### config.mk
export PLATFORM = sky130hd
export DESIGN_NAME = fractional_baud_uart
export DESIGN_NICKNAME = d
export VERILOG_FILES = /design/src/common/uart_pkg.sv /design/src/core/uart_fifo.sv /design/src/core/fractional_baud_uart.sv
export SDC_FILE = /design/constraint.sdc
export NUM_CORES = 1
export LEC_CHECK = 0
export ABC_AREA = 0
export BUFFER_PORTS_ARGS = -buffer_cell sky130_fd_sc_hd__buf_4
export CORE_ASPECT_RATIO = 1.75
export CORE_MARGIN = 8
export CORE_UTILIZATION = 52
export DETAILED_ROUTE_END_ITERATION = 12
export PLACE_DENSITY = 0.82
export SLEW_MARGIN = 20
export SYNTH_ARGS = -nofsm -noshare
export SYNTH_HDL_FRONTEND = slang
export SYNTH_SLANG_ARGS = --single-unit
### constraint.sdc
create_clock -name CLK -period 10.7 [get_ports CLK]
set_input_delay 0.535 -clock CLK [delete_from_list [all_inputs] [get_ports CLK]]
set_output_delay 0.535 -clock CLK [all_outputs]
set_load 0.02 [all_outputs]
### src/common/uart_pkg.sv
package uart_pkg;

  // ****************************************
  // clock and timing
  // ****************************************
  localparam int unsigned CLK_PERIOD_NS = 5;
  localparam int unsigned CLK_KHZ = 1000000 / CLK_PERIOD_NS;
  localparam int unsigned ACC_W = 18;
  localparam int unsigned DIV_W = 16;
  localparam int unsigned DIV_FRAC_BITS = 3;
  localparam logic [16:0] DIV_ONE = 17'h00008;

  // ****************************************
  // fifo
  // ****************************************
  localparam int unsigned FIFO_DEPTH = 4;
  localparam int unsigned FIFO_WIDTH = 8;
  localparam int unsigned CNT_W = 3;

  // ****************************************
  // register map (byte addresses)
  // ****************************************
  localparam logic [7:0] ADDR_DATA = 8'h00;
  localparam logic [7:0] ADDR_CTRL = 8'h04;
  localparam logic [7:0] ADDR_DIV = 8'h08;
  localparam logic [7:0] ADDR_STATUS = 8'h0c;
  localparam logic [7:0] ADDR_MASK = 8'h10;
  localparam logic [7:0] ADDR_PINSEL = 8'h14;

  // status layout: rx count, tx count, sticky events
  localparam int unsigned ST_RXCNT_LSB = 0;
  localparam int unsigned ST_TXCNT_LSB = 4;
  localparam int unsigned ST_EVT_LSB = 8;
  localparam int unsigned EVT_W = 5;

  // ****************************************
  // types
  // ****************************************
  typedef enum logic [1:0] {
    PAR_ODD,
    PAR_EVEN,
    PAR_MARK,
    PAR_SPACE
  } par_t;

  // ctrl register bits 7..0, from msb: clk_sel, flow_en, stop2, par_type, par_en, len8
  typedef struct packed {
    logic [1:0] clk_sel;
    logic flow_en;
    logic stop2;
    par_t par_type;
    logic par_en;
    logic len8;
  } ctrl_t;

  typedef struct packed {
    logic overrun;
    logic frame_err;
    logic parity_err;
    logic tx_done;
    logic rx_ready;
  } evt_t;

  localparam ctrl_t CTRL_RST = '{clk_sel: 2'h0, flow_en: 1'b1, stop2: 1'b0,
                                 par_type: PAR_ODD, par_en: 1'b0, len8: 1'b1};
  localparam logic [15:0] DIV_RST = 16'h0080;
  localparam logic [4:0] MASK_RST = 5'h00;
  localparam logic PINSEL_RST = 1'b0;

  // input clock rate in kHz for each selector setting
  function automatic logic [ACC_W-1:0] clk_khz(input logic radio, input logic [1:0] sel);
    logic [ACC_W-1:0] f;
    f = 18'h00000;
    unique case (sel)
      2'h0: f = radio ? 18'h19640 : 18'h02710;
      2'h1: f = radio ? 18'h0cb20 : 18'h01388;
      2'h2: f = radio ? 18'h06590 : 18'h009c4;
      2'h3: f = radio ? 18'h032c8 : 18'h004e2;
    endcase
    return f;
  endfunction

  // parity bit for a character under the chosen scheme
  function automatic logic par_bit(input logic [7:0] d, input par_t t);
    logic p;
    p = 1'b0;
    unique case (t)
      PAR_ODD: p = ~^d;
      PAR_EVEN: p = ^d;
      PAR_MARK: p = 1'b1;
      PAR_SPACE: p = 1'b0;
    endcase
    return p;
  endfunction

endpackage

### src/core/uart_fifo.sv
`timescale 1ns/100ps

module uart_fifo #(
  parameter int unsigned W = 8,
  parameter int unsigned D = 4
) (
  input wire logic clk,
  input wire logic rst_n,
  input wire logic push,
  input wire logic [W-1:0] din,
  input wire logic pop,
  output logic [W-1:0] dout,
  output logic full,
  output logic empty,
  output logic [$clog2(D):0] count
);

  localparam int unsigned PW = $clog2(D);

  logic [W-1:0] mem_r [D];
  logic [W-1:0] mem_nxt [D];
  logic [PW-1:0] wp_r, wp_nxt, rp_r, rp_nxt;
  logic [PW:0] cnt_r, cnt_nxt;
  logic do_push, do_pop;

  assign full = (cnt_r == (PW + 1)'(D));
  assign empty = (cnt_r == '0);
  assign dout = mem_r[rp_r];
  assign count = cnt_r;

  // ****************************************
  // pointers and storage
  // ****************************************
  always_comb begin
    do_push = push & ~full;
    do_pop = pop & ~empty;
    mem_nxt = mem_r;
    wp_nxt = wp_r;
    rp_nxt = rp_r;
    cnt_nxt = cnt_r;
    if (do_push) begin
      mem_nxt[wp_r] = din;
      wp_nxt = wp_r + 1'b1;
    end
    if (do_pop) begin
      rp_nxt = rp_r + 1'b1;
    end
    if (do_push & ~do_pop) begin
      cnt_nxt = cnt_r + 1'b1;
    end else if (do_pop & ~do_push) begin
      cnt_nxt = cnt_r - 1'b1;
    end
  end

  always_ff @(posedge clk or negedge rst_n) begin
    if (!rst_n) begin
      for (int i = 0; i < D; i++) begin
        mem_r[i] <= '0;
      end
      wp_r <= '0;
      rp_r <= '0;
      cnt_r <= '0;
    end else begin
      mem_r <= mem_nxt;
      wp_r <= wp_nxt;
      rp_r <= rp_nxt;
      cnt_r <= cnt_nxt;
    end
  end

endmodule

### src/core/fractional_baud_uart.sv
`timescale 1ns/100ps

// Contract
// - The bit period divider is a 16-bit value of thirteen integer and three fraction bits.
// - The radio-side port picks its input clock among 104, 52, 26 and 13 MHz.
// - The wireless LAN port picks its input clock among 10, 5, 2.5 and 1.25 MHz.
// - A character carries seven or eight data bits.
// - Parity is optional and, when on, is odd, even, mark or space.
// - A frame ends with one or two stop bits.
// - Receive and transmit each buffer four characters of eight bits.
// - Status shows the receive fill count and the receive error conditions.
// - Fill and error events can raise an interrupt.
// - In the four-wire variant request-to-send is always driven, and clear-to-send gates transmission while flow_en is set (its reset value).
// - The two-wire variant has only data lines; the four-wire one adds the handshake lines.
// - The port is data terminal equipment: it drives transmit data and request-to-send, and samples the others.
// - The port's signals may be placed on one of two alternative pin locations.
module fractional_baud_uart #(
  parameter bit RADIO_PORT = 1'b1,
  parameter bit FOUR_WIRE = 1'b1
) (
  input wire logic CLK,
  input wire logic RST_N,
  input wire logic CYC_I,
  input wire logic STB_I,
  input wire logic WE_I,
  input wire logic [7:0] ADR_I,
  input wire logic [3:0] SEL_I,
  input wire logic [31:0] DAT_I,
  output logic [31:0] DAT_O,
  output logic ACK_O,
  output logic IRQ,
  output logic [1:0] TXD_O,
  output logic [1:0] TXD_OE,
  input wire logic [1:0] RXD_I,
  output logic [1:0] RTS_N_O,
  output logic [1:0] RTS_N_OE,
  input wire logic [1:0] CTS_N_I
);

  typedef enum logic [2:0] {S_IDLE, S_START, S_DATA, S_PAR, S_STOP} line_state_t;

  function automatic logic [31:0] wmerge(input logic [31:0] old, input logic [31:0] din, input logic [3:0] sel);
    logic [31:0] r;
    r = old;
    for (int b = 0; b < 4; b++) begin
      if (sel[b]) begin
        r[b*8 +: 8] = din[b*8 +: 8];
      end
    end
    return r;
  endfunction

  // ****************************************
  // declarations
  // ****************************************
  uart_pkg::ctrl_t ctrl_r, ctrl_nxt;
  logic [uart_pkg::DIV_W-1:0] div_r, div_nxt;
  logic [uart_pkg::EVT_W-1:0] mask_r, mask_nxt;
  uart_pkg::evt_t evt_r, evt_nxt, evt_in;
  logic pinsel_r, pinsel_nxt;
  logic ack_r, ack_nxt;
  logic [31:0] dat_r, dat_nxt;
  logic irq_r, irq_nxt;
  logic req, wr, rd;
  logic [31:0] merged;

  logic [uart_pkg::ACC_W-1:0] fin_acc_r, fin_acc_nxt;
  logic [uart_pkg::ACC_W:0] fin_sum;
  logic fin_tick;

  line_state_t tx_st_r, tx_st_nxt;
  logic [16:0] tx_acc_r, tx_acc_nxt, tx_sum;
  logic [7:0] tx_sh_r, tx_sh_nxt;
  logic [2:0] tx_cnt_r, tx_cnt_nxt;
  logic tx_line_r, tx_line_nxt, tx_par_r, tx_par_nxt, tx_end, tx_pop;

  line_state_t rx_st_r, rx_st_nxt;
  logic [16:0] rx_acc_r, rx_acc_nxt, rx_sum;
  logic [7:0] rx_sh_r, rx_sh_nxt, rx_word;
  logic [2:0] rx_cnt_r, rx_cnt_nxt;
  logic rx_perr_r, rx_perr_nxt, rx_smp, rx_push;
  logic rts_n_r, rts_n_nxt;

  logic rxd, cts_ok, tx_push, rx_pop;
  logic [7:0] txf_dout, rxf_dout;
  logic txf_full, txf_empty, rxf_full, rxf_empty;
  logic [uart_pkg::CNT_W-1:0] txf_cnt, rxf_cnt;

  // ****************************************
  // pin location select
  // ****************************************
  assign rxd = RXD_I[pinsel_r];
  assign cts_ok = ~(FOUR_WIRE & ctrl_r.flow_en) | ~CTS_N_I[pinsel_r];

  always_comb begin
    for (int i = 0; i < 2; i++) begin
      TXD_O[i] = (pinsel_r == i[0]) ? tx_line_r : 1'b1;
      TXD_OE[i] = (pinsel_r == i[0]);
      RTS_N_O[i] = (pinsel_r == i[0]) ? rts_n_r : 1'b1;
      RTS_N_OE[i] = FOUR_WIRE & (pinsel_r == i[0]);
    end
  end

  // ****************************************
  // fifos
  // ****************************************
  uart_fifo #(.W(uart_pkg::FIFO_WIDTH), .D(uart_pkg::FIFO_DEPTH)) tx_fifo (
    .clk(CLK),
    .rst_n(RST_N),
    .push(tx_push),
    .din(DAT_I[7:0]),
    .pop(tx_pop),
    .dout(txf_dout),
    .full(txf_full),
    .empty(txf_empty),
    .count(txf_cnt)
  );

  uart_fifo #(.W(uart_pkg::FIFO_WIDTH), .D(uart_pkg::FIFO_DEPTH)) rx_fifo (
    .clk(CLK),
    .rst_n(RST_N),
    .push(rx_push),
    .din(rx_word),
    .pop(rx_pop),
    .dout(rxf_dout),
    .full(rxf_full),
    .empty(rxf_empty),
    .count(rxf_cnt)
  );

  // ****************************************
  // wishbone slave and registers
  // ****************************************
  always_comb begin
    req = CYC_I & STB_I & ~ack_r;
    wr = req & WE_I;
    rd = req & ~WE_I;
    ack_nxt = req;
    dat_nxt = dat_r;
    ctrl_nxt = ctrl_r;
    div_nxt = div_r;
    mask_nxt = mask_r;
    pinsel_nxt = pinsel_r;
    merged = 32'h00000000;
    tx_push = wr & (ADR_I == uart_pkg::ADDR_DATA) & SEL_I[0];
    rx_pop = rd & (ADR_I == uart_pkg::ADDR_DATA);
    if (wr) begin
      unique case (ADR_I)
        uart_pkg::ADDR_CTRL: begin
          merged = wmerge({24'h000000, ctrl_r}, DAT_I, SEL_I);
          ctrl_nxt = merged[7:0];
        end
        uart_pkg::ADDR_DIV: begin
          merged = wmerge({16'h0000, div_r}, DAT_I, SEL_I);
          div_nxt = merged[15:0];
        end
        uart_pkg::ADDR_MASK: begin
          merged = wmerge({19'h00000, mask_r, 8'h00}, DAT_I, SEL_I);
          mask_nxt = merged[uart_pkg::ST_EVT_LSB +: uart_pkg::EVT_W];
        end
        uart_pkg::ADDR_PINSEL: begin
          merged = wmerge({31'h00000000, pinsel_r}, DAT_I, SEL_I);
          pinsel_nxt = merged[0];
        end
        default: begin
          merged = 32'h00000000;
        end
      endcase
    end
    if (rd) begin
      unique case (ADR_I)
        uart_pkg::ADDR_DATA: dat_nxt = {24'h000000, rxf_dout};
        uart_pkg::ADDR_CTRL: dat_nxt = {24'h000000, ctrl_r};
        uart_pkg::ADDR_DIV: dat_nxt = {16'h0000, div_r};
        uart_pkg::ADDR_STATUS: dat_nxt = {19'h00000, evt_r, 1'b0, txf_cnt, 1'b0, rxf_cnt};
        uart_pkg::ADDR_MASK: dat_nxt = {19'h00000, mask_r, 8'h00};
        uart_pkg::ADDR_PINSEL: dat_nxt = {31'h00000000, pinsel_r};
        default: dat_nxt = 32'h00000000;
      endcase
    end
    // read of status clears, but a new event in the same cycle survives
    evt_nxt = (rd && ADR_I == uart_pkg::ADDR_STATUS) ? '0 : evt_r;
    evt_nxt = evt_nxt | evt_in;
    irq_nxt = |(evt_nxt & mask_nxt);
  end

  always_ff @(posedge CLK or negedge RST_N) begin
    if (!RST_N) begin
      ack_r <= 1'b0;
      dat_r <= 32'h00000000;
      ctrl_r <= uart_pkg::CTRL_RST;
      div_r <= uart_pkg::DIV_RST;
      mask_r <= uart_pkg::MASK_RST;
      pinsel_r <= uart_pkg::PINSEL_RST;
      evt_r <= '0;
      irq_r <= 1'b0;
    end else begin
      ack_r <= ack_nxt;
      dat_r <= dat_nxt;
      ctrl_r <= ctrl_nxt;
      div_r <= div_nxt;
      mask_r <= mask_nxt;
      pinsel_r <= pinsel_nxt;
      evt_r <= evt_nxt;
      irq_r <= irq_nxt;
    end
  end

  assign ACK_O = ack_r;
  assign DAT_O = dat_r;
  assign IRQ = irq_r;

  // ****************************************
  // selected input clock as a tick train
  // ****************************************
  always_comb begin
    fin_sum = {1'b0, fin_acc_r} + {1'b0, uart_pkg::clk_khz(RADIO_PORT, ctrl_r.clk_sel)};
    fin_tick = (fin_sum >= (uart_pkg::ACC_W + 1)'(uart_pkg::CLK_KHZ));
    fin_acc_nxt = fin_tick ? uart_pkg::ACC_W'(fin_sum - (uart_pkg::ACC_W + 1)'(uart_pkg::CLK_KHZ))
                           : uart_pkg::ACC_W'(fin_sum);
  end

  always_ff @(posedge CLK or negedge RST_N) begin
    if (!RST_N) begin
      fin_acc_r <= '0;
    end else begin
      fin_acc_r <= fin_acc_nxt;
    end
  end

  // ****************************************
  // transmitter
  // ****************************************
  always_comb begin
    // accumulator in eighths of an input clock: bit ends when it reaches the divider
    tx_sum = tx_acc_r + uart_pkg::DIV_ONE;
    tx_end = fin_tick & (tx_sum >= {1'b0, div_r});
    tx_st_nxt = tx_st_r;
    tx_acc_nxt = tx_acc_r;
    tx_sh_nxt = tx_sh_r;
    tx_cnt_nxt = tx_cnt_r;
    tx_line_nxt = tx_line_r;
    tx_par_nxt = tx_par_r;
    tx_pop = 1'b0;
    if (tx_st_r != S_IDLE && fin_tick) begin
      tx_acc_nxt = tx_end ? (tx_sum - {1'b0, div_r}) : tx_sum;
    end
    unique case (tx_st_r)
      S_IDLE: begin
        tx_line_nxt = 1'b1;
        if (!txf_empty && cts_ok) begin
          tx_pop = 1'b1;
          tx_sh_nxt = ctrl_r.len8 ? txf_dout : {1'b0, txf_dout[6:0]};
          tx_par_nxt = uart_pkg::par_bit(ctrl_r.len8 ? txf_dout : {1'b0, txf_dout[6:0]}, ctrl_r.par_type);
          tx_acc_nxt = '0;
          tx_line_nxt = 1'b0;
          tx_st_nxt = S_START;
        end
      end
      S_START: begin
        if (tx_end) begin
          tx_line_nxt = tx_sh_r[0];
          tx_cnt_nxt = 3'h0;
          tx_st_nxt = S_DATA;
        end
      end
      S_DATA: begin
        if (tx_end) begin
          tx_sh_nxt = {1'b0, tx_sh_r[7:1]};
          tx_cnt_nxt = tx_cnt_r + 3'h1;
          tx_line_nxt = tx_sh_r[1];
          if (tx_cnt_r == (ctrl_r.len8 ? 3'h7 : 3'h6)) begin
            tx_cnt_nxt = 3'h0;
            tx_line_nxt = ctrl_r.par_en ? tx_par_r : 1'b1;
            tx_st_nxt = ctrl_r.par_en ? S_PAR : S_STOP;
          end
        end
      end
      S_PAR: begin
        if (tx_end) begin
          tx_line_nxt = 1'b1;
          tx_st_nxt = S_STOP;
        end
      end
      S_STOP: begin
        if (tx_end) begin
          if (ctrl_r.stop2 && tx_cnt_r == 3'h0) begin
            tx_cnt_nxt = 3'h1;
          end else begin
            tx_st_nxt = S_IDLE;
          end
        end
      end
      default: begin
        tx_st_nxt = S_IDLE;
      end
    endcase
  end

  always_ff @(posedge CLK or negedge RST_N) begin
    if (!RST_N) begin
      tx_st_r <= S_IDLE;
      tx_acc_r <= '0;
      tx_sh_r <= 8'h00;
      tx_cnt_r <= 3'h0;
      tx_line_r <= 1'b1;
      tx_par_r <= 1'b0;
    end else begin
      tx_st_r <= tx_st_nxt;
      tx_acc_r <= tx_acc_nxt;
      tx_sh_r <= tx_sh_nxt;
      tx_cnt_r <= tx_cnt_nxt;
      tx_line_r <= tx_line_nxt;
      tx_par_r <= tx_par_nxt;
    end
  end

  // ****************************************
  // receiver
  // ****************************************
  always_comb begin
    rx_word = ctrl_r.len8 ? rx_sh_r : {1'b0, rx_sh_r[7:1]};
    rx_sum = rx_acc_r + uart_pkg::DIV_ONE;
    rx_smp = fin_tick & (rx_sum >= {1'b0, div_r});
    rx_st_nxt = rx_st_r;
    rx_acc_nxt = rx_acc_r;
    rx_sh_nxt = rx_sh_r;
    rx_cnt_nxt = rx_cnt_r;
    rx_perr_nxt = rx_perr_r;
    rx_push = 1'b0;
    evt_in = '0;
    evt_in.tx_done = tx_st_r == S_STOP && tx_st_nxt == S_IDLE;
    if (rx_st_r != S_IDLE && fin_tick) begin
      rx_acc_nxt = rx_smp ? (rx_sum - {1'b0, div_r}) : rx_sum;
    end
    unique case (rx_st_r)
      S_IDLE: begin
        if (!rxd) begin
          // start half a bit ahead so samples land mid-bit
          rx_acc_nxt = {2'b00, div_r[15:1]};
          rx_perr_nxt = 1'b0;
          rx_st_nxt = S_START;
        end
      end
      S_START: begin
        if (rx_smp) begin
          rx_cnt_nxt = 3'h0;
          rx_st_nxt = rxd ? S_IDLE : S_DATA;
        end
      end
      S_DATA: begin
        if (rx_smp) begin
          rx_sh_nxt = {rxd, rx_sh_r[7:1]};
          rx_cnt_nxt = rx_cnt_r + 3'h1;
          if (rx_cnt_r == (ctrl_r.len8 ? 3'h7 : 3'h6)) begin
            rx_st_nxt = ctrl_r.par_en ? S_PAR : S_STOP;
          end
        end
      end
      S_PAR: begin
        if (rx_smp) begin
          rx_perr_nxt = rxd != uart_pkg::par_bit(rx_word, ctrl_r.par_type);
          rx_st_nxt = S_STOP;
        end
      end
      S_STOP: begin
        if (rx_smp) begin
          rx_push = 1'b1;
          evt_in.rx_ready = ~rxf_full;
          evt_in.overrun = rxf_full;
          evt_in.frame_err = ~rxd;
          evt_in.parity_err = rx_perr_r;
          rx_st_nxt = S_IDLE;
        end
      end
      default: begin
        rx_st_nxt = S_IDLE;
      end
    endcase
    // full buffer, or one char about to fill it, holds the sender off
    rts_n_nxt = rxf_full | ((rxf_cnt == 3'h3) & rx_push & ~rx_pop);
  end

  always_ff @(posedge CLK or negedge RST_N) begin
    if (!RST_N) begin
      rx_st_r <= S_IDLE;
      rx_acc_r <= '0;
      rx_sh_r <= 8'h00;
      rx_cnt_r <= 3'h0;
      rx_perr_r <= 1'b0;
      rts_n_r <= 1'b0;
    end else begin
      rx_st_r <= rx_st_nxt;
      rx_acc_r <= rx_acc_nxt;
      rx_sh_r <= rx_sh_nxt;
      rx_cnt_r <= rx_cnt_nxt;
      rx_perr_r <= rx_perr_nxt;
      rts_n_r <= rts_n_nxt;
    end
  end

endmodule

==> key figures <==
Outcome
  • Status: finished, final reports clean

Critical path
  • Setup crit end kind: flip-flop
  • Type of the worst setup path: flip-flop to flip-flop
  • Worst Path Max Fanout: 10
  • Startpoint types: flip-flop
  • R2R setup slack: 4.89 ns
  • CP arrival: about 6.2 ns
  • CP required: about 11 ns

Routing
  • Via/cell ratio: around 6.2
  • Routed len/inst: ~20 µm
  • Routed WL: between 30 and 40 mm
  • Antenna viol nets, final: 0
  • Initial drt markers: about 570
  • Via total after detailed routing: between 10000 and 15000
  • Residual DRC: 0
  • Drt pass-1 iters: 6

Clock network
  • Clk root buf: clkbuf_16
  • Clock buffer depth: 3
  • Clock sink count: 212
  • CTS Buf Count: 20
  • Resize count post-CTS: 0
  • CTS clk-pin slew, worst paths: roughly 0.06 ns
  • Hold buffers post-CTS: 0
  • H-tree depth: 1
  • Worst-skew pair later-pin latency: roughly 0.50 ns
  • Setup Fix Bufs, Post-CTS: 0
  • TritonCTS clock tree: yes

STA
  • Period utilization: about 54%
  • Final setup violation count: 0
  • Crit path time final: between 5 and 6 ns
  • Slew HR: a little over a quarter
  • Max-slew violations: 0
  • Final Hold Viols: 0
  • Setup TNS: 0 ns
  • Worst-margin pin slew: between 1 and 1.5 ns
  • Final hold slack: roughly 0.053 ns
  • Final Skew: 0.00847 ns
  • RSZ-0062 raised after global routing: no
  • Max frequency: approximately 170 MHz

Layout
  • Fillcell total: 2125
  • Area growth from synthesis to layout: 10.4%
  • Nets@finish: roughly 1500
  • Antenna cells: 0
  • Proportion of layout cells with a drive suffix above 1: 20.1%

Floorplanning
  • Die Y: ~230 µm
  • Rows: between 70 and 80
  • Core area: 0.0252 mm²
  • I/O pin total: 95
  • Die X: about 140 µm
  • Full die area: slightly above 0.03 mm²
  • Starting Density: a little over half

Synthesis
  • Most common cell in the netlist: dfrtp_1
  • Ys Warns: 0
  • Syn_area_per_cell: about 10 µm²
  • Synthesized flop and latch total: around 210
  • Sequential-to-total area share from yosys stat: about two fifths
  • Synth top area cells: dfrtp_1 (39%), mux2_2 (8.1%), ha_1 (6.2%)
  • Post-synth EDFFs: 0
  • Ys flop type: dfrtp_1
  • Async set-reset flop share out of synthesis: 100%
  • Post-Syn Area: ~0.013 mm²
  • Most frequent cells after synthesis: dfrtp_1 (208), nand2_1 (109), mux2_2 (96), nor2_1 (78), o21ai_0 (73)
  • Leading area contributor after synthesis: dfrtp_1
  • Top cell type's share of synthesized area: between 30 and 40%
  • Synth cell types: 84
  • Post-synthesis cell count: approximately 1300

Power and ir drop
  • Clk pwr share: about a quarter
  • Switching power: 1060 µW
  • Leakage: a little under 0.007 µW
  • Power Dens Cells: between 150 and 200 mW/mm²
  • Worst VDD drop: between 0.1 and 0.15 mV
  • Internal power: about 1800 µW
  • Logic pwr share: about two fifths
  • Sequential power share: between 30% and 40%
  • Switching fraction of total power: 37.4%

Global route
  • Gr usage total: a little over a fifth
  • Largest net degree at the start of global routing: 78
  • Initial antenna violation count: 0
  • First-pass GRT wire length: 54.4 mm
  • Vias in the first global route: 10900
  • GR Overflow Total: 0

Placed design
  • Post-DP HPWL: 24.9 mm
  • PortBufs: 60
  • Routability cong.: 0.952

Run
  • Max cap viols: 0

Worst hold path
  • Tightest Hold Check Type: input port to asynchronous set/reset pin
## area by class of cell
cell class | count | area, µm² | share of cell area, %
Tap cell | 316 | 395 | 2.69
Clock buffer | 27 | 558 | 3.80
Clock inverter | 9 | 126 | 0.861
Multi-Input combinational cell | 975 | 7520 | 51.2
Sequential cell | 212 | 5310 | 36.2
Timing Repair Buffer | 71 | 539 | 3.67
Inverter | 62 | 233 | 1.59
## sequential cells by signal, indices dropped and copies added (netlist names), 3 cells and up
| register | flops |
|---|---|
| DAT_O | 16 |
| rx_acc_r | 17 |
| rx_sh_r | 8 |
| tx_cnt_r | 3 |
| tx_st_r | 3 |
| evt_r | 5 |
| fin_acc_r | 15 |
| rx_cnt_r | 3 |
| div_r | 16 |
| tx_sh_r | 8 |
| rx_fifo.count | 3 |
| tx_fifo.mem_r | 32 |
| tx_acc_r | 17 |
| rx_st_r | 3 |
| tx_fifo.count | 3 |
| ctrl_r | 8 |
| rx_fifo.mem_r | 32 |
| mask_r | 5 |
## cell families (layout without fill, tap and decap cells)
kind of cell             Yosys count  in the layout  synth area share [%]
AO/OA/AOI/OAI                    297            297                  15.9
flip-flops                       212            212                  39.9
XOR/XNOR                          93             93                  6.18
adder cells (fa/ha/maj)           71             71                  6.97
multiplexers                     138            138                  13.3
other                              1             16                0.0282
AND/OR/NAND/NOR                  360            360                  13.5
buffers and inverters            125            169                  4.17
## metrics by stage
step	std cells	utilization, %	area (µm²)	setup WS, ns	total power [µW]
global route	1672	58.1	14700	4.57	3010
CTS	1672	58.1	14700	4.89	2850
finish	1672	58.1	14700	4.89	2850
floorplan	1312	-	13300	5.74	1840
global placement	1636	55.4	14000	5.10	2060
detailed placement	1636	55.4	14000	4.95	2100
## power by group through the flow
stage               Sequential [µW]  Combinational (µW)  Clock [µW]
floorplan                       949                 894           0
detailed placement              977                1120           0
CTS                             963                1130         758
finish                          965                1130         746
global placement                973                1080           0
global route                    972                1260         786
## layer usage
layer	wire [µm]	global-route usage (%)	share of wire [%]
met3	1290	2.28	3.9
met4	2090	13.8	6.3
met5	0	0	0
met2	17900	40.1	54
met1	12000	22.6	36
## critical path, stage by stage, from the launching register on
cell,delay [ns]
dfrtp_1,0.50
inv_1,0.14
ha_1,0.33
or2_2,0.33
ha_1,0.42
and3_1,0.24
a32o_1,0.24
a31oi_2,0.20
a21oi_1,0.12
o31ai_1,0.49
a2111oi_4,0.15
buf_4,0.23
a2111oi_4,0.85
and2_1,0.35
ha_1,0.24
inv_1,0.07
fa_1,0.37
xor2_1,0.17
nor2_1,0.11
xor2_1,0.15
## cell usage in the layout, fill, tap and decap left out, drive strengths merged, types with 6 or more instances in the layout
| cell | synthesis | layout |
|---|---|---|
| dfrtp | 208 | 208 |
| nand2 | 109 | 109 |
| mux2 | 99 | 99 |
| nor2 | 78 | 78 |
| o21ai | 75 | 75 |
| buf | 26 | 70 |
| ha | 66 | 66 |
| inv | 61 | 62 |
| xnor2 | 59 | 59 |
| a21oi | 52 | 52 |
| nand3 | 37 | 37 |
| xor2 | 34 | 34 |
| nor3 | 34 | 34 |
| clkbuf | 37 | 28 |
| mux4 | 21 | 21 |
| a211oi | 21 | 21 |
| mux2i | 18 | 18 |
| nand2b | 17 | 17 |
| a21o | 16 | 16 |
| conb | 1 | 16 |
| or3 | 16 | 16 |
| or2 | 14 | 14 |
| nor2b | 14 | 14 |
| nand4 | 11 | 11 |
| and3 | 10 | 10 |
| o21a | 10 | 10 |
| o31ai | 9 | 9 |
| a22o | 8 | 8 |
| a31oi | 8 | 8 |
| a221oi | 7 | 7 |
| o221a | 7 | 7 |
| a2111oi | 7 | 7 |
| a211o | 6 | 6 |
| a32o | 6 | 6 |
## final timing paths
check	startpoint	endpoint	depth (start not counted)
worst max-delay path	ctrl_r[6]$_DFFE_PN0P_	rx_fifo.count[2]$_DFFE_PN0P_	19
worst min-delay path	RST_N	rx_sh_r[2]$_DFFE_PN0P_	1
worst max register to register	ctrl_r[6]$_DFFE_PN0P_	rx_fifo.count[2]$_DFFE_PN0P_	19
worst min register to register	fin_acc_r[3]$_DFF_PN0_	fin_acc_r[3]$_DFF_PN0_	1
max in group asynchronous	RST_N	tx_fifo.mem_r[25]$_DFFE_PN0P_	3
min in group CLK	DAT_I[13]	div_r[13]$_DFFE_PN0P_	3
Power figures use the tool's default switching activity.
